**config.mk**
```make
export PLATFORM = sky130hd
export DESIGN_NAME = rsc_reset_ctrl
export DESIGN_NICKNAME = d
export VERILOG_FILES = /design/src/shared/rsc_pkg.sv /design/src/rsc_id_mem.sv /design/src/rsc_reset_ctrl.sv
export SDC_FILE = /design/constraint.sdc
export NUM_CORES = 1
export LEC_CHECK = 0
export BUFFER_PORTS_ARGS = -buffer_cell sky130_fd_sc_hd__buf_4
export CORE_UTILIZATION = 52
export CTS_CLUSTER_SIZE = 24
export DETAILED_ROUTE_END_ITERATION = 7
export GPL_TIMING_DRIVEN = 0
export MAX_ROUTING_LAYER = met4
export PLACE_DENSITY = 0.77
export SKIP_LAST_GASP = 1
export SLEW_MARGIN = 20
export SYNTH_ARGS = -nofsm -noshare
export SYNTH_HDL_FRONTEND = slang
export SYNTH_HIERARCHICAL = 1
export SYNTH_SLANG_ARGS = --single-unit
```
**constraint.sdc**
```tcl
create_clock -name clk_sys -period 2.7 [get_ports clk_sys]
set_input_delay 0.27 -clock clk_sys [delete_from_list [all_inputs] [get_ports clk_sys]]
set_output_delay 0.27 -clock clk_sys [all_outputs]
set_load 0.03 [all_outputs]
```
**src/shared/rsc_pkg.sv**
```systemverilog
package rsc_pkg;
	localparam logic [15:0] MODE0_OFFSET = 16'h0004;
	localparam logic [15:0] CAUSE_OFFSET = 16'h000b;
	localparam logic [15:0] WDOG_OPT_OFFSET = 16'hffdb;
	localparam logic [15:0] START_OPT_OFFSET = 16'hffff;
	localparam logic [15:0] ID_FIRST_ADDR = 16'hffdf;
	localparam logic [15:0] ID_LAST_ADDR = 16'hfffb;
	localparam int ID_COUNT = 7;
	localparam logic [3:0] ID_GAP_SLOT = 4'h2;
	localparam int SOFT_RESET_BIT = 3;
	localparam int WARM_BIT = 0;
	localparam int WDOG_STOP_BIT = 0;
	localparam int CP_DEFER_BIT = 2;
	localparam int CP_OFF_BIT = 3;
	localparam int THR_LO_BIT = 4;
	localparam int THR_HI_BIT = 5;
	localparam int MON_OFF_BIT = 6;
	localparam int CSP_OFF_BIT = 7;
	localparam int PERIOD_LO_BIT = 0;
	localparam int PERIOD_HI_BIT = 1;
	localparam int WINDOW_LO_BIT = 2;
	localparam int WINDOW_HI_BIT = 3;
	localparam logic [7:0] MODE0_RESET = 8'h00;
	localparam logic [7:0] ERASED_BYTE = 8'hff;
	localparam logic [2:0] CAUSE_RESET = 3'h0;
	localparam logic [2:0] CAUSE_PIN = 3'h1;
	localparam logic [2:0] CAUSE_SOFT = 3'h2;
	localparam logic [2:0] CAUSE_WDOG = 3'h4;
	localparam int LOCO_TICKS = 32;
	localparam logic [3:0] FETCH_LAST = 4'h8;
	localparam logic [11:0] THR_MV_0 = 12'hed8;
	localparam logic [11:0] THR_MV_1 = 12'hb22;
	localparam logic [11:0] THR_MV_2 = 12'h92e;
	localparam logic [11:0] THR_MV_3 = 12'h76c;
	localparam logic [13:0] PERIOD_0 = 14'h03ff;
	localparam logic [13:0] PERIOD_1 = 14'h0fff;
	localparam logic [13:0] PERIOD_2 = 14'h1fff;
	localparam logic [13:0] PERIOD_3 = 14'h3fff;
	localparam logic [6:0] WINDOW_0 = 7'h19;
	localparam logic [6:0] WINDOW_1 = 7'h32;
	localparam logic [6:0] WINDOW_2 = 7'h4b;
	localparam logic [6:0] WINDOW_3 = 7'h64;

	typedef enum logic [1:0] {
		ST_POWER = 2'b00,
		ST_HOLD = 2'b01,
		ST_FETCH = 2'b10,
		ST_RUN = 2'b11
	} rsc_state_t;

	// flash address of each byte pulled in during the reset sequence
	// id bytes sit every fourth address, with one slot of that run left out
	function automatic logic [15:0] fetch_addr(input logic [3:0] idx);
		logic [3:0] slot;
		slot = idx - 4'h2;
		if (slot >= ID_GAP_SLOT) begin
			slot = slot + 4'h1;
		end
		case (idx)
			4'h0: fetch_addr = START_OPT_OFFSET;
			4'h1: fetch_addr = WDOG_OPT_OFFSET;
			default: fetch_addr = ID_FIRST_ADDR + {10'h000, slot, 2'b00};
		endcase
	endfunction : fetch_addr

	function automatic logic is_id_addr(input logic [15:0] a);
		logic [15:0] ofs;
		ofs = a - ID_FIRST_ADDR;
		is_id_addr = (a >= ID_FIRST_ADDR) && (a <= ID_LAST_ADDR) && (ofs[1:0] == 2'b00) && (ofs[5:2] != ID_GAP_SLOT);
	endfunction : is_id_addr

	// memory slot of an id byte address, closing up the skipped position
	function automatic logic [2:0] id_slot(input logic [15:0] a);
		logic [15:0] ofs;
		ofs = a - ID_FIRST_ADDR;
		if (ofs[5:2] > ID_GAP_SLOT) begin
			id_slot = 3'(ofs[5:2] - 4'h1);
		end else begin
			id_slot = ofs[4:2];
		end
	endfunction : id_slot
endpackage : rsc_pkg

```
**src/rsc_id_mem.sv**
```systemverilog
module rsc_id_mem import rsc_pkg::*; #(
	parameter int DATA_W = 8,
	parameter int DEPTH = ID_COUNT,
	parameter int ADDR_W = 3,
	parameter logic [DATA_W-1:0] ERASE_VAL = ERASED_BYTE
) (
	input wire logic clk_sys,
	input wire logic rst_n,
	input wire logic clk_en,
	input wire logic wr_en,
	input wire logic [ADDR_W-1:0] wr_addr,
	input wire logic [DATA_W-1:0] wr_data,
	input wire logic rd_en,
	input wire logic rd_use_mem,
	input wire logic [ADDR_W-1:0] rd_addr,
	input wire logic [DATA_W-1:0] rd_bypass,
	output logic [DATA_W-1:0] rd_data
);
	localparam logic [ADDR_W-1:0] LAST = ADDR_W'(DEPTH - 1);
	logic [DATA_W-1:0] mem_reg [DEPTH];

	// contents start at the erased value until the reset sequence fills them
	always_ff @(posedge clk_sys) begin
		if (!rst_n) begin
			for (int i = 0; i < DEPTH; i++) begin
				mem_reg[i] <= ERASE_VAL;
			end
		end else if (clk_en && wr_en && wr_addr <= LAST) begin
			mem_reg[wr_addr] <= wr_data;
		end
	end

	// one read register serves both the id bytes and the register file
	always_ff @(posedge clk_sys) begin
		if (!rst_n) begin
			rd_data <= '0;
		end else if (clk_en && rd_en) begin
			if (rd_use_mem && rd_addr <= LAST) begin
				rd_data <= mem_reg[rd_addr];
			end else begin
				rd_data <= rd_bypass;
			end
		end
	end
endmodule : rsc_id_mem

```
**src/rsc_reset_ctrl.sv**
```systemverilog
module rsc_reset_ctrl import rsc_pkg::*; (
	input wire logic clk_sys,
	input wire logic rst_n,
	input wire logic clk_en,
	input wire logic [15:0] reg_addr,
	input wire logic [7:0] reg_wdata,
	input wire logic reg_we,
	input wire logic reg_re,
	output logic [7:0] reg_rdata,
	input wire logic reset_pin_n,
	input wire logic supply_ok,
	input wire logic loco_clk,
	input wire logic wdog_underflow,
	input wire logic mode_write_unlock,
	input wire logic wdog_reset_select,
	input wire logic monitor0_reset_enable,
	output logic [15:0] flash_addr,
	output logic flash_rd,
	input wire logic [7:0] flash_rdata,
	output logic chip_reset_n,
	output logic port_hiz,
	output logic reset_release,
	output logic wdog_autostart,
	output logic code_protect_on,
	output logic [1:0] supply_threshold,
	output logic [11:0] supply_threshold_mv,
	output logic monitor_reset_on,
	output logic count_src_protect_on,
	output logic [13:0] wdog_period,
	output logic [6:0] wdog_window_pct
);
	localparam logic [4:0] LOCO_LAST = 5'(LOCO_TICKS - 1);

	rsc_state_t state_reg;
	rsc_state_t state_next;
	logic [2:0] in_s1_reg;
	logic [2:0] in_s2_reg;
	logic [2:0] in_s3_reg;
	logic [2:0] in_filt_reg;
	logic loco_prev_reg;
	logic [4:0] tick_cnt_reg;
	logic [3:0] idx_reg;
	logic [1:0] phase_reg;
	logic [7:0] ofs_reg;
	logic [7:0] watchdog_option_byte_reg;
	logic [2:0] cause_reg;
	logic warm_reg;
	logic chip_reset_n_reg;
	logic port_hiz_reg;
	logic reset_release_reg;
	logic flash_rd_reg;
	logic [15:0] flash_addr_reg;
	logic wdog_autostart_reg;
	logic code_protect_on_reg;
	logic [1:0] supply_threshold_reg;
	logic [11:0] supply_threshold_mv_reg;
	logic monitor_reset_on_reg;
	logic count_src_protect_on_reg;
	logic [13:0] wdog_period_reg;
	logic [6:0] wdog_window_pct_reg;
	logic pin_f;
	logic sup_f;
	logic loco_tick;
	logic running;
	logic mode_wr;
	logic cause_wr;
	logic src_pin;
	logic src_volt;
	logic src_wdog;
	logic src_soft;
	logic capture;
	logic fetch_done;
	logic [7:0] rd_bypass;

	// pins pass three flops; a level counts once stages two and three agree
	always_ff @(posedge clk_sys) begin
		if (!rst_n) begin
			in_s1_reg <= 3'h0;
			in_s2_reg <= 3'h0;
			in_s3_reg <= 3'h0;
			in_filt_reg <= 3'h0;
			loco_prev_reg <= 1'b0;
		end else if (clk_en) begin
			in_s1_reg <= {loco_clk, supply_ok, reset_pin_n};
			in_s2_reg <= in_s1_reg;
			in_s3_reg <= in_s2_reg;
			in_filt_reg <= (in_s2_reg & in_s3_reg) | (in_filt_reg & (in_s2_reg | in_s3_reg));
			loco_prev_reg <= in_filt_reg[2];
		end
	end

	assign pin_f = in_filt_reg[0];
	assign sup_f = in_filt_reg[1];
	assign loco_tick = in_filt_reg[2] & ~loco_prev_reg;
	assign running = (state_reg == ST_RUN);
	assign mode_wr = reg_we && (reg_addr == MODE0_OFFSET);
	assign cause_wr = reg_we && (reg_addr == CAUSE_OFFSET);

	// reset sources
	assign src_pin = ~pin_f && (state_reg != ST_POWER);
	// one threshold, selected at reset, guards power-on and brown-out alike
	assign src_volt = running && monitor_reset_on_reg && monitor0_reset_enable && ~sup_f;
	assign src_wdog = running && wdog_underflow && wdog_reset_select;
	assign src_soft = running && mode_wr && mode_write_unlock && reg_wdata[SOFT_RESET_BIT];

	assign capture = (state_reg == ST_FETCH) && (phase_reg == 2'h2);
	assign fetch_done = capture && (idx_reg == FETCH_LAST);

	always_comb begin
		state_next = state_reg;
		case (state_reg)
			ST_POWER: begin
				if (sup_f && loco_tick && tick_cnt_reg == LOCO_LAST) begin
					state_next = ST_FETCH;
				end
			end
			ST_HOLD: begin
				if (pin_f) begin
					state_next = ST_FETCH;
				end
			end
			ST_FETCH: begin
				if (fetch_done) begin
					state_next = ST_RUN;
				end
			end
			ST_RUN: begin
				state_next = ST_RUN;
			end
			default: begin
				state_next = ST_POWER;
			end
		endcase
		if (src_pin) begin
			state_next = ST_HOLD;
		end else if (src_volt) begin
			state_next = ST_POWER;
		end else if (src_wdog || src_soft) begin
			state_next = ST_HOLD;
		end
	end

	always_ff @(posedge clk_sys) begin
		if (!rst_n) begin
			state_reg <= ST_POWER;
		end else if (clk_en) begin
			state_reg <= state_next;
		end
	end

	// low-speed ticks counted while the supply stays above threshold
	always_ff @(posedge clk_sys) begin
		if (!rst_n) begin
			tick_cnt_reg <= 5'h00;
		end else if (clk_en) begin
			if (state_reg != ST_POWER || !sup_f) begin
				tick_cnt_reg <= 5'h00;
			end else if (loco_tick) begin
				tick_cnt_reg <= tick_cnt_reg + 5'h01;
			end
		end
	end

	// option and id bytes read from flash: issue, wait, capture
	always_ff @(posedge clk_sys) begin
		if (!rst_n) begin
			idx_reg <= 4'h0;
			phase_reg <= 2'h0;
			flash_rd_reg <= 1'b0;
			flash_addr_reg <= 16'h0000;
		end else if (clk_en) begin
			if (state_reg != ST_FETCH || state_next != ST_FETCH) begin
				idx_reg <= 4'h0;
				phase_reg <= 2'h0;
				flash_rd_reg <= 1'b0;
			end else begin
				case (phase_reg)
					2'h0: begin
						flash_rd_reg <= 1'b1;
						flash_addr_reg <= fetch_addr(idx_reg);
						phase_reg <= 2'h1;
					end
					2'h1: begin
						flash_rd_reg <= 1'b0;
						phase_reg <= 2'h2;
					end
					default: begin
						idx_reg <= idx_reg + 4'h1;
						phase_reg <= 2'h0;
					end
				endcase
			end
		end
	end

	// shadows stay fixed from the sequence until the next reset
	always_ff @(posedge clk_sys) begin
		if (!rst_n) begin
			ofs_reg <= ERASED_BYTE;
			watchdog_option_byte_reg <= ERASED_BYTE;
		end else if (clk_en && capture) begin
			if (idx_reg == 4'h0) begin
				ofs_reg <= flash_rdata;
			end else if (idx_reg == 4'h1) begin
				watchdog_option_byte_reg <= flash_rdata;
			end
		end
	end

	// decoded option settings, loaded when the fetch ends, on the same edge that captures the last id byte
	always_ff @(posedge clk_sys) begin
		if (!rst_n) begin
			wdog_autostart_reg <= 1'b0;
			code_protect_on_reg <= 1'b0;
			supply_threshold_reg <= 2'h0;
			supply_threshold_mv_reg <= THR_MV_0;
			monitor_reset_on_reg <= 1'b0;
			count_src_protect_on_reg <= 1'b0;
			wdog_period_reg <= PERIOD_0;
			wdog_window_pct_reg <= WINDOW_0;
		end else if (clk_en && fetch_done) begin
			wdog_autostart_reg <= ~ofs_reg[WDOG_STOP_BIT];
			code_protect_on_reg <= ofs_reg[CP_DEFER_BIT] & ~ofs_reg[CP_OFF_BIT];
			supply_threshold_reg <= ofs_reg[THR_HI_BIT:THR_LO_BIT];
			case (ofs_reg[THR_HI_BIT:THR_LO_BIT])
				2'h0: supply_threshold_mv_reg <= THR_MV_0;
				2'h1: supply_threshold_mv_reg <= THR_MV_1;
				2'h2: supply_threshold_mv_reg <= THR_MV_2;
				default: supply_threshold_mv_reg <= THR_MV_3;
			endcase
			monitor_reset_on_reg <= ~ofs_reg[MON_OFF_BIT];
			count_src_protect_on_reg <= ~ofs_reg[CSP_OFF_BIT];
			case (watchdog_option_byte_reg[PERIOD_HI_BIT:PERIOD_LO_BIT])
				2'h0: wdog_period_reg <= PERIOD_0;
				2'h1: wdog_period_reg <= PERIOD_1;
				2'h2: wdog_period_reg <= PERIOD_2;
				default: wdog_period_reg <= PERIOD_3;
			endcase
			case (watchdog_option_byte_reg[WINDOW_HI_BIT:WINDOW_LO_BIT])
				2'h0: wdog_window_pct_reg <= WINDOW_0;
				2'h1: wdog_window_pct_reg <= WINDOW_1;
				2'h2: wdog_window_pct_reg <= WINDOW_2;
				default: wdog_window_pct_reg <= WINDOW_3;
			endcase
		end
	end

	// cause flags and the warm flag
	always_ff @(posedge clk_sys) begin
		if (!rst_n) begin
			cause_reg <= CAUSE_RESET;
			warm_reg <= 1'b0;
		end else if (clk_en) begin
			if (state_next == ST_POWER && state_reg != ST_POWER) begin
				cause_reg <= CAUSE_RESET;
				warm_reg <= 1'b0;
			end else if (state_next == ST_HOLD && state_reg != ST_HOLD) begin
				if (src_pin) begin
					cause_reg <= CAUSE_PIN;
				end else if (src_wdog) begin
					cause_reg <= CAUSE_WDOG;
				end else begin
					cause_reg <= CAUSE_SOFT;
				end
			end else if (running && cause_wr && reg_wdata[WARM_BIT]) begin
				warm_reg <= 1'b1;
			end
		end
	end

	// pin, reset and release outputs
	always_ff @(posedge clk_sys) begin
		if (!rst_n) begin
			port_hiz_reg <= 1'b1;
			chip_reset_n_reg <= 1'b0;
			reset_release_reg <= 1'b0;
		end else if (clk_en) begin
			port_hiz_reg <= ~pin_f;
			// ram is not on this reset and keeps its contents
			chip_reset_n_reg <= (state_next == ST_RUN);
			reset_release_reg <= (state_reg == ST_FETCH) && (state_next == ST_RUN);
		end
	end

	// read mux; warm flag has no meaning with the monitor disabled, shown as 0 while monitor0_reset_enable is low
	always_comb begin
		rd_bypass = 8'h00;
		case (reg_addr)
			MODE0_OFFSET: rd_bypass = MODE0_RESET;
			CAUSE_OFFSET: rd_bypass = {4'h0, cause_reg, warm_reg & monitor0_reset_enable};
			START_OPT_OFFSET: rd_bypass = ofs_reg;
			WDOG_OPT_OFFSET: rd_bypass = watchdog_option_byte_reg;
			default: rd_bypass = 8'h00;
		endcase
	end

	rsc_id_mem #(
		.DATA_W(8),
		.DEPTH(ID_COUNT),
		.ADDR_W(3),
		.ERASE_VAL(ERASED_BYTE)
	) u_id_mem (
		.clk_sys(clk_sys),
		.rst_n(rst_n),
		.clk_en(clk_en),
		.wr_en(capture && idx_reg >= 4'h2),
		.wr_addr(3'(idx_reg - 4'h2)),
		.wr_data(flash_rdata),
		.rd_en(reg_re),
		.rd_use_mem(is_id_addr(reg_addr)),
		.rd_addr(id_slot(reg_addr)),
		.rd_bypass(rd_bypass),
		.rd_data(reg_rdata)
	);

	assign flash_addr = flash_addr_reg;
	assign flash_rd = flash_rd_reg;
	assign chip_reset_n = chip_reset_n_reg;
	assign port_hiz = port_hiz_reg;
	assign reset_release = reset_release_reg;
	assign wdog_autostart = wdog_autostart_reg;
	assign code_protect_on = code_protect_on_reg;
	assign supply_threshold = supply_threshold_reg;
	assign supply_threshold_mv = supply_threshold_mv_reg;
	assign monitor_reset_on = monitor_reset_on_reg;
	assign count_src_protect_on = count_src_protect_on_reg;
	assign wdog_period = wdog_period_reg;
	assign wdog_window_pct = wdog_window_pct_reg;
endmodule : rsc_reset_ctrl

```
# Word level (Yosys, flattened, before mapping)
# Memories as Yosys holds them, arrays and structs flattened.
# Index checks and enable logic that the tools add are counted.
[op_classes]
add_sub_neg = 7
multipliers = 0
div = 0
n_lt_le_gt_ge = 7
eq_ne = 26
n_shift = 0
mux = 41
bitwise_logic = 16
n_reduce_logical = 57
[op_table]
columns = ["operator", "count"]
rows = [
  ["14-bit case mux with 3 select lines", 1],
  ["12-bit case mux with 3 select lines", 1],
  ["16-bit equality test, second input constant", 2],
  ["16-bit case mux with 2 select lines", 1],
  ["1-bit logical AND", 30],
  ["4-bit 2-to-1 mux", 7],
  ["8-bit case mux with 3 select lines", 1],
  ["7-bit case mux with 3 select lines", 1],
  ["3-bit 2-to-1 mux", 6],
  ["16-bit by 3-bit equality test with 1-bit output, second input constant", 1],
  ["16-bit by 4-bit equality test with 1-bit output, second input constant", 1],
  ["16-bit greater-or-equal comparator, second input constant", 1],
  ["16-bit <= comparator, second input constant", 1],
  ["8-bit 2-to-1 mux", 2],
  ["2-bit equality test, second input constant", 7],
  ["2-bit logical NOT", 7],
  ["2-bit 2-to-1 mux", 7],
  ["2-bit by 1-bit equality test with 1-bit output, second input constant", 6],
  ["5-bit 2-to-1 mux", 2],
  ["2-bit AND reduction", 5],
  ["1-bit 2-to-1 mux", 9],
  ["1-bit NOT", 9],
  ["3-bit AND reduction", 3],
  ["4-bit by 1-bit adder with 4-bit output, second input constant", 2],
  ["27 further kinds", 41],
]
[word_totals]
regBits = 113
latchBits = 0
ram_bits = 56
rom_bits = 0
input_bits = 44
out_inout_bits = 67
mem_count = 1
[mem_list]
columns = ["name", "words", "word_bits", "read_ports", "rd_ports_with_merged_regs", "wr", "line", "text"]
rows = [
  ["u_id_mem.mem_reg", 7, 8, 1, 0, 7, "rsc_id_mem.sv:20", "logic [DATA_W-1:0] mem_reg [DEPTH];"],
]

# Logic depth before layout (Yosys ltp)
# Gate-level depths: netlist of run 1.
[depth]
ltp_word = 16
depth_mapped = 14
mapped_depth_nobuf = 12

# Hierarchy
# The synthesis of run 1 kept the hierarchy.
[by_module_without_submodules]
columns = ["mod", "instances", "cells_per_inst", "area_per_inst_um2", "seq_area_each_um2"]
rows = [
  ["rsc_reset_ctrl", 1, 506, 4352.9, 1601.5],
  ["rsc_id_mem", 1, 266, 2981.6, 1761.7],
]

# Least setup slack after synthesis of run 1
# OpenSTA, ideal clock, no wires.
[synth_timing]
kind = "input-to-reg"
startpoint = "input reg_addr[2]"
endpoint = "register u_id_mem.rd_data[4]"
setup_ps = 123
t_arrival_ps = 2507
setup_slack_ps = 70
path_stages = 14
path_cell_list = "clkbuf_1 nand3_1 xor2_1 inv_1 ha_1 nand3_1 o21a_1 o22ai_1 a31oi_1 buf_1 mux2i_1 o22ai_1 a21oi_1 o22ai_1"
[synth_between]
elab_chain_len = 6
word_cells_on_any_way = 18
[synth_lines]
columns = ["item", "line", "text"]
rows = [
  ["start, declared", "rsc_reset_ctrl.sv:5", "input wire logic [15:0] reg_addr,"],
  ["6-bit by 5-bit subtractor with 6-bit output, or another cell as far along", "rsc_pkg.sv:68, rsc_pkg.sv:75", ""],
  ["4-bit by 2-bit greater-than comparator with 1-bit output, or another cell as far along", "rsc_pkg.sv:76", "if (ofs[5:2] > ID_GAP_SLOT) begin"],
  ["3-bit 2-to-1 mux or 1-bit logical AND (tied branches)", "rsc_pkg.sv:76, rsc_pkg.sv:69", ""],
  ["3-bit <= comparator or 1-bit logical AND (tied branches)", "rsc_id_mem.sv:38, rsc_pkg.sv:69", ""],
  ["1-bit logical AND", "rsc_id_mem.sv:38", "if (rd_use_mem && rd_addr <= LAST) begin"],
  ["8-bit 2-to-1 mux *", "rsc_id_mem.sv:38", ""],
  ["end signal, assigned", "rsc_id_mem.sv:39", "rd_data <= mem_reg[rd_addr];"],
  ["end signal, assigned", "rsc_id_mem.sv:41", "rd_data <= rd_bypass;"],
  ["end, declared", "rsc_id_mem.sv:17", "output logic [DATA_W-1:0] rd_data"],
]
# Mark *: on every way between the ends. The rest lies on a longest branch, timed or not.
# A chain may end at the register's enable or synchronous reset.

==> impl_metrics.json, run 1 <==
{
  "max_freq_mhz": 391,
  "setup_viol": 0,
  "worst_slew_pin_slew_ps": 754,
  "portBuffers": 90,
  "worstSetupPathType": "reg2reg",
  "yosysMostFrequentCell": "dfxtp_1",
  "drv_cap": 0,
  "initial_core_util": 0.530,
  "grtUsageTotal": 0.264,
  "fin_util": 0.642,
  "fin_setup_tns_ps": 0,
  "first_global_vias": 5433,
  "drv_slew": 0,
  "synth_area_per_cell_um2": 9.50,
  "clock_skew_ps": 13.4,
  "cts_htree_levels": 4,
  "cp-start-kind": "register",
  "ant_nets": 0,
  "cts_made_buffers": 17,
  "power.density_nw_per_um2": 552,
  "r2r_slack_ps": 140,
  "largest_reg_flops": 56,
  "outcome": "finished, final reports clean",
  "num-nets-final": 958,
  "syn_to_final_growth_pct": 21.1,
  "grt_max_degree": 17,
  "antenna_found_initial": 0,
  "dpl_worst_slack_ps": -625,
  "wl_um": 18200,
  "drc": 0,
  "yosys.area_share.simple": 0.215,
  "io_pins": 111,
  "clk_pin_slew_ps": 60,
  "synth_compound_area_frac": 0.143,
  "timing.final.crit_share": 0.948,
  "cp_data_arrival_time_ps": 2740,
  "grt_pass1_wl_um": 28400,
  "async_flop_share": 0,
  "place_congestion": 0.900,
  "rsz0062_at_grt": "no",
  "chipWidth_um": 121,
  "whs_ps": 104,
  "dpl-instance-area_um2": 8270,
  "synth_seq_cells": 144,
  "relSlewSlack": 0.494,
  "core_area_um2": 13800,
  "synth_top_area_frac": 0.262,
  "synth_xor_area_frac": 0.0119,
  "synthFlopType": "dfxtp_1",
  "synth_edf_count": 48,
  "cts_tree": "built",
  "clockBufferDepth": 2,
  "nFillCells": 1139,
  "die_area_um2": 14600,
  "vdd.ir_drop.worst_mv": 0.316,
  "setup_ws_ps": 140,
  "hp-class": "in2reg",
  "syn_area_um2": 7330,
  "dr_total_vias": 6094,
  "drive_gt1_frac": 0.244,
  "cp-end-kind": "register",
  "fp-row-count": 43,
  "post-dp-hpwl_um": 13000,
  "cp_max_fo": 10,
  "p_leak_nw": 3.65,
  "synth_seq_area_share": 0.459,
  "cts_hold_buf": 0,
  "hold_viol": 0,
  "post_drt_wl_per_cell_um": 16.8,
  "grt_overflow": 0,
  "clk_latency_ps": 430,
  "yosys-mux-area-fraction": 0.0682,
  "yosysUniqueCellTypes": 66,
  "seq_area_um2": 3360,
  "yosysTopAreaCell": "dfxtp_1",
  "synth_top_family_by_area": "simple AND/OR/NAND/NOR gates",
  "synthAdderAreaFrac": 0.0375,
  "multiInputGateArea_um2": 3570,
  "yosysWarnings": 6,
  "cts_root_buf": "clkbuf_16",
  "cts.sinks": 144,
  "diodes": 0,
  "crit_required_ps": 2880,
  "syn-instance-count": 772,
  "vias_per_cell": 5.62,
  "die_h_um": 121,
  "fin_area_um2": 8880,
  "yosys-top-cells-count": "96 x dfxtp_1, 95 x nand2_1, 50 x mux2i_1, 50 x o21ai_0, 48 x edfxtp_1",
  "min_period_ps": 2560,
  "drt_iter0_drc": 394,
  "dr.pass1.iters": 6,
  "synth_area_leaders": "dfxtp_1 26%, edfxtp_1 20%, mux2i_1 6.8%, nand2_1 4.9%, ha_1 3.8%"
}
worst max-delay path, cell delays in order, from the launching register on:
cell     delay [ps]
dfxtp_1         450
inv_2           160
ha_1            390
inv_1            90
and3b_1         270
nand2_2         180
or3_1           350
buf_2           190
or2_1           230
cells by family (layout without fill, tap and decap cells):
| family | Yosys count | after routing |
|---|---|---|
| AOI/OAI and AO/OA | 163 | 163 |
| buffers and inverters | 91 | 215 |
| DFF | 144 | 144 |
| other | 2 | 11 |
| and+or+nand+nor | 290 | 290 |
| muxes | 50 | 50 |
| xor gates and xnor gates | 10 | 10 |
| adders and majority gates | 22 | 22 |
what timing repair did:
item / 4_1_cts / 5_1_grt
buffers inserted: 1 / 2
endpoints found under the hold margin: 0 / 0
gates resized for setup: 9 / 13
endpoints found under the setup margin: 40 / 52
metrics by stage:
stage	power [W]	std cells
CTS	0.00491	1083
global placement	0.00280	1051
global route	0.00506	1085
detailed placement	0.00281	1051
finish	0.00490	1085
floorplan	0.00265	781
layout make-up:
type / count / share of cell area
buffer: 72 / 0.0472
inverter: 18 / 0.00761
timing repair buffer: 93 / 0.0786
clock buffer: 18 / 0.0483
clock inverter: 14 / 0.0125
sequential: 144 / 0.379
multi-input combinational: 546 / 0.402
tap: 180 / 0.0254
final timing paths:
check,to,depth (start not counted),from
max reg2reg,u_id_mem/mem_reg[1][2]$_SDFFCE_PN1P_,8,idx_reg[1]$_SDFFE_PN0P_
min,in_s1_reg[1]$_SDFFE_PN0P_,3,supply_ok
max,u_id_mem/mem_reg[1][2]$_SDFFCE_PN1P_,8,idx_reg[1]$_SDFFE_PN0P_
min reg2reg,u_id_mem/mem_reg[6][5]$_SDFFE_PN1P_,2,u_id_mem/mem_reg[6][5]$_SDFFE_PN1P_
power by group:
part           internal [W]  switching, W
clock network       0.00118      0.000939
logic              0.000187      0.000306
registers           0.00227     0.0000162
total               0.00364       0.00126
layout by cell type (no fill, tap or decap), types with 16 or more instances in the layout:
master,netlist,final
dfxtp_1,96,95
nor2b_1,19,19
ha_1,22,21
clkbuf_16,0,17
a21oi_1,31,30
o21ai_0,50,48
nor2_1,18,18
edfxtp_1,48,48
or2_2,29,29
buf_4,27,120
clkbuf_1,27,23
nand3_1,31,31
nand2_1,95,94
mux2i_1,50,50
inv_1,17,16
metal layers:
metal | share of wire | vias up | track usage
met5 | 0 | - | -
met4 | 0.016 | 0 | 0.0841
met3 | 0.076 | 23 | 0.0495
met2 | 0.44 | 261 | 0.386
met1 | 0.47 | 2849 | 0.368
li1 | - | 2961 | -
(Power assumes the default switching activity.)
==> inputs of run 2 (changes only) <==
--- a/config.mk
+++ b/config.mk
@@ -12,6 +12,7 @@
 export GPL_TIMING_DRIVEN = 0
 export MAX_ROUTING_LAYER = met4
 export PLACE_DENSITY = 0.77
+export RECOVER_POWER = 25
 export SKIP_LAST_GASP = 1
 export SLEW_MARGIN = 20
 export SYNTH_ARGS = -nofsm -noshare
==> impl_metrics.json, run 2 (synthesis results as in run 1) <==
{
  "cts.sinks": 144,
  "mostFrequentLayoutCells": "95 x dfxtp_1, 94 x nand2_1, 73 x clkbuf_1",
  "p_sw_frac": 0.259,
  "cp-end-kind": "register",
  "antenna_found_initial": 0,
  "syn_to_final_growth_pct": 18.6,
  "drc": 0,
  "drt_iter0_drc": 388,
  "max_freq_mhz": 390,
  "hp-class": "in2reg",
  "cts_root_buf": "clkbuf_16",
  "vias_per_cell": 5.64,
  "diodes": 0,
  "drv_cap": 0,
  "cts_hold_buf": 0,
  "dr.pass1.iters": 5,
  "r2r-start": "idx_reg[1]$_SDFFE_PN0P_",
  "clock_power_share": 0.433,
  "crit_required_ps": 2880,
  "io_pins": 111,
  "cpMaxStageDelayCell": "dfxtp_1",
  "outcome": "finished, final reports clean",
  "portBuffers": 90,
  "cts_htree_levels": 4,
  "p_leak_nw": 3.46,
  "cts_tree": "built",
  "setup_viol": 0,
  "initial_core_util": 0.530,
  "clk_pin_slew_ps": 60,
  "cp_cell_sequence": "inv_2, ha_1, inv_1, and3b_1, nand2_2, or3_1, buf_2, or2_1",
  "slowest_delay_ps": 450,
  "grtUsageMet3": 0.0495,
  "cts_made_buffers": 17,
  "post_drt_wl_per_cell_um": 16.8,
  "vdd.ir_drop.worst_mv": 0.317,
  "place_congestion": 0.900,
  "worstHoldStart": "supply_ok",
  "p_comb_frac": 0.100,
  "cp_data_arrival_time_ps": 2740,
  "drive_gt1_frac": 0.190,
  "cp-start-kind": "register",
  "hold_viol": 0,
  "min_period_ps": 2570,
  "ant_nets": 0,
  "power.switching_w": 0.00127,
  "first_global_vias": 5433,
  "whs_path_depth": 3,
  "r2r_cells": 8,
  "r2r_slack_ps": 130,
  "final_common_cell": "dfxtp_1",
  "fin_setup_tns_ps": 0,
  "power.density_nw_per_um2": 565,
  "post-dp-hpwl_um": 13000,
  "largest_reg_flops": 56,
  "chipWidth_um": 121,
  "p_int_w": 0.00364,
  "dr_total_vias": 6124,
  "busiest_layer": "met2",
  "grt_max_degree": 17,
  "grt_pass1_wl_um": 28400,
  "worst_slew_pin_slew_ps": 758,
  "core_area_um2": 13800,
  "grt.met2_usage": 0.386,
  "worstHoldEndpoint": "in_s1_reg[1]$_SDFFE_PN0P_",
  "fp-row-count": 43,
  "nFillCells": 1188,
  "grtUsageTotal": 0.264,
  "relSlewSlack": 0.491,
  "met1_usage": 0.368,
  "worstSetupPathType": "reg2reg",
  "wl_um": 18200,
  "clock_skew_ps": 9.31,
  "rsz0062_at_grt": "no",
  "num-nets-final": 958,
  "drv_slew": 0,
  "die_area_um2": 14600,
  "timing.rr.end": "u_id_mem/mem_reg[1][2]$_SDFFCE_PN1P_",
  "timing.final.crit_share": 0.950,
  "clk_latency_ps": 430,
  "grt_overflow": 0,
  "clockBufferDepth": 2,
  "p_seq_frac": 0.466,
  "dpl_worst_slack_ps": -625,
  "die_h_um": 121,
  "setup_ws_ps": 134,
  "cp_max_fo": 10
}
run 2: power by group through the flow:
stage / clock [W] / sequential [W] / combinational, W
2_1_floorplan: 0 / 0.00233 / 0.000314
3_3_place_gp: 0 / 0.00233 / 0.000468
3_5_place_dp: 0 / 0.00234 / 0.000471
4_1_cts: 0.00214 / 0.00229 / 0.000477
5_1_grt: 0.00224 / 0.00229 / 0.000529
6_report: 0.00213 / 0.00229 / 0.000493
run 2: worst max-delay path, delay by kind of cell, from the launching register on:
kind          cells  cell delay (ps)
simple gates      4             1030
fa+ha+maj         1              390
flops             1              450
buf+inv           3              440
run 2: per-layer routing:
layer | vias up | routed length [um]
li1 | 2961 | -
met1 | 2882 | 8670
met2 | 256 | 8010
met3 | 25 | 1280
met4 | 0 | 286
met5 | - | 0
run 2: through the flow:
stage          power, W  instances  instance area, um2  utilization  hold WS, ps
2_1_floorplan   0.00265        781                7370            -          392
3_3_place_gp    0.00280       1051                8270        0.598          449
3_5_place_dp    0.00281       1051                8270        0.598          456
4_1_cts         0.00491       1083                8830        0.639         95.5
5_1_grt         0.00506       1085                8700        0.629          117
6_report        0.00491       1085                8700        0.629          103
run 2: repair_timing:
action	4_1_cts	5_1_grt
gates resized for setup	9	13
setup endpoints to repair	40	52
pin swaps	0	0
buffers inserted	1	2
run 2: cell type report:
type	instances	area, um2	area share
plain buffers	72	419	0.0482
clock buffers	18	429	0.0493
clock inverters	14	111	0.0128
inverters	18	67.6	0.00777
multi-input cells	546	3570	0.410
flip-flops and latches	144	3360	0.387
well taps	180	225	0.0259
repair buffers	93	514	0.0591
run 2: worst max-delay path by stage:
stage / from / end / slack [ps]
finish: idx_reg[1]$_SDFFE_PN0P_ / u_id_mem/mem_reg[1][2]$_SDFFCE_PN1P_ / 130
global route: reg_addr[0] / u_id_mem/rd_data[4]$_SDFFE_PN0P_ / 20
CTS: idx_reg[0]$_SDFFE_PN0P_ / supply_threshold_mv[3]$_SDFFE_PN1P_ / -20
detailed placement: reg_addr[2] / u_id_mem/rd_data[2]$_SDFFE_PN0P_ / -620
global placement: reg_addr[2] / u_id_mem/rd_data[2]$_SDFFE_PN0P_ / -590
floorplan: reg_addr[2] / u_id_mem/rd_data[4]$_SDFFE_PN0P_ / 70
==> inputs of run 3 (changes only) <==
--- a/config.mk
+++ b/config.mk
@@ -6,12 +6,10 @@
 export NUM_CORES = 1
 export LEC_CHECK = 0
 export BUFFER_PORTS_ARGS = -buffer_cell sky130_fd_sc_hd__buf_4
-export CORE_UTILIZATION = 52
+export CORE_UTILIZATION = 35
 export CTS_CLUSTER_SIZE = 24
 export DETAILED_ROUTE_END_ITERATION = 7
-export GPL_TIMING_DRIVEN = 0
 export MAX_ROUTING_LAYER = met4
-export PLACE_DENSITY = 0.77
 export RECOVER_POWER = 25
 export SKIP_LAST_GASP = 1
 export SLEW_MARGIN = 20
==> impl_metrics.json, run 3 (synthesis results as in run 1) <==
{
  "whs_ps": 106,
  "p_total_w": 0.00513,
  "timing.final.crit_share": 0.896,
  "vias_per_cell": 5.09,
  "r2r-start": "idx_reg[1]$_SDFFE_PN0P_",
  "rsz0062_at_grt": "no",
  "hp-class": "in2reg",
  "crit_path_start": "idx_reg[1]$_SDFFE_PN0P_",
  "cp.buffers_inverters": 2,
  "syn_to_final_growth_pct": 18.2,
  "cpMaxStageDelayCell": "dfxtp_1",
  "dr_total_vias": 5758,
  "cts_hold_buf": 0,
  "diodes": 0,
  "post_drt_wl_per_cell_um": 15.7,
  "wl_um": 17700,
  "max_freq_mhz": 413,
  "antenna_found_initial": 0,
  "first_global_vias": 5506,
  "initial_core_util": 0.360,
  "setup_ws_ps": 280,
  "cts_tree": "built",
  "hold_viol": 0,
  "fp-row-count": 52,
  "cp-end-kind": "register",
  "cp-start-kind": "register",
  "cts_setup_buffers": 0,
  "worstHoldStart": "loco_clk",
  "grt_pass1_wl_um": 29000,
  "min_period_ps": 2420,
  "cts_htree_levels": 4,
  "io_pins": 111,
  "clockBufferDepth": 2,
  "cts.sinks": 144,
  "drive_gt1_frac": 0.168,
  "worst_slew_pin_slew_ps": 1040,
  "cts_root_buf": "clkbuf_16",
  "relSlewSlack": 0.307,
  "vdd.ir_drop.worst_mv": 0.377,
  "cp_data_arrival_time_ps": 2580,
  "clock_skew_ps": 9.82,
  "setup_viol": 0,
  "drt_iter0_drc": 429,
  "core_area_um2": 20400,
  "cts_made_buffers": 17,
  "place_congestion": 0.830,
  "cp_max_fo": 8,
  "drv_slew": 0,
  "cts_resized": 0,
  "crit_required_ps": 2870,
  "die_area_um2": 21500,
  "dpl_worst_slack_ps": 76.9,
  "final_common_cell": "dfxtp_1",
  "grt_max_degree": 93,
  "cp_cell_sequence": "inv_1, ha_1, inv_1, nand3_1, nand4_1, or2_2, or2_2",
  "power.density_nw_per_um2": 592,
  "chipWidth_um": 147,
  "post-dp-hpwl_um": 12700,
  "nFillCells": 2049,
  "ant_nets": 0,
  "grt_overflow": 0,
  "p_leak_nw": 3.40,
  "path_delay_family": "simple AND/OR/NAND/NOR gates",
  "grtUsageTotal": 0.175,
  "drc": 0,
  "clk_latency_ps": 420,
  "drv_cap": 0,
  "outcome": "finished, final reports clean",
  "mostFrequentLayoutCells": "96 x dfxtp_1, 95 x nand2_1, 69 x buf_4",
  "fin_setup_tns_ps": 0,
  "die_h_um": 147,
  "worstSetupPathType": "reg2reg",
  "largest_reg_flops": 56,
  "slowest_delay_ps": 460,
  "clk_pin_slew_ps": 60,
  "portBuffers": 93,
  "num-nets-final": 914,
  "dr.pass1.iters": 5
}
-- run 3: where the power goes --
part           total (W)  internal (W)  switching [W]  leakage, nW
sequential       0.00229       0.00227      0.0000142         1.23
combinational   0.000472      0.000189       0.000282         1.88
clock            0.00238       0.00139       0.000985        0.285
-- run 3: stage by stage --
stage | util | instance area (um2) | std cells
3_3_place_gp | 0.405 | 8260 | 1099
6_report | 0.426 | 8670 | 1131
5_1_grt | 0.426 | 8670 | 1131
2_1_floorplan | - | 7370 | 781
4_1_cts | 0.435 | 8850 | 1131
3_5_place_dp | 0.405 | 8260 | 1099
-- run 3: worst paths after layout --
check,cells after the start,to,slack (ps)
hold reg to reg,2,u_id_mem/mem_reg[6][6]$_SDFFE_PN1P_,470
setup reg to reg,7,u_id_mem/mem_reg[0][5]$_SDFFCE_PN1P_,280
setup / recovery,7,u_id_mem/mem_reg[0][5]$_SDFFCE_PN1P_,280
hold / removal,3,in_s1_reg[2]$_SDFFE_PN0P_,110
-- run 3: cell type report --
cell class,count,area [um2],area share
multi-input combinational,546,3540,0.408
sequential,144,3360,0.388
timing repair buffer,121,762,0.0879
clock buffer,17,425,0.0491
tap,270,338,0.0390
clock inverter,15,173,0.0199
inverter,18,67.6,0.00779
-- run 3: routing by layer --
metal | share of wire | global-route usage | vias to the layer above
li1 | - | - | 2866
met1 | 0.48 | 0.236 | 2731
met2 | 0.44 | 0.260 | 146
met3 | 0.061 | 0.0413 | 15
met4 | 0.013 | 0.0526 | 0
met5 | 0 | - | -
-- run 3: worst min-delay path, cell delays in order --
cell	delay, ps
buf_4	80
mux2i_1	50
nor2b_1	90
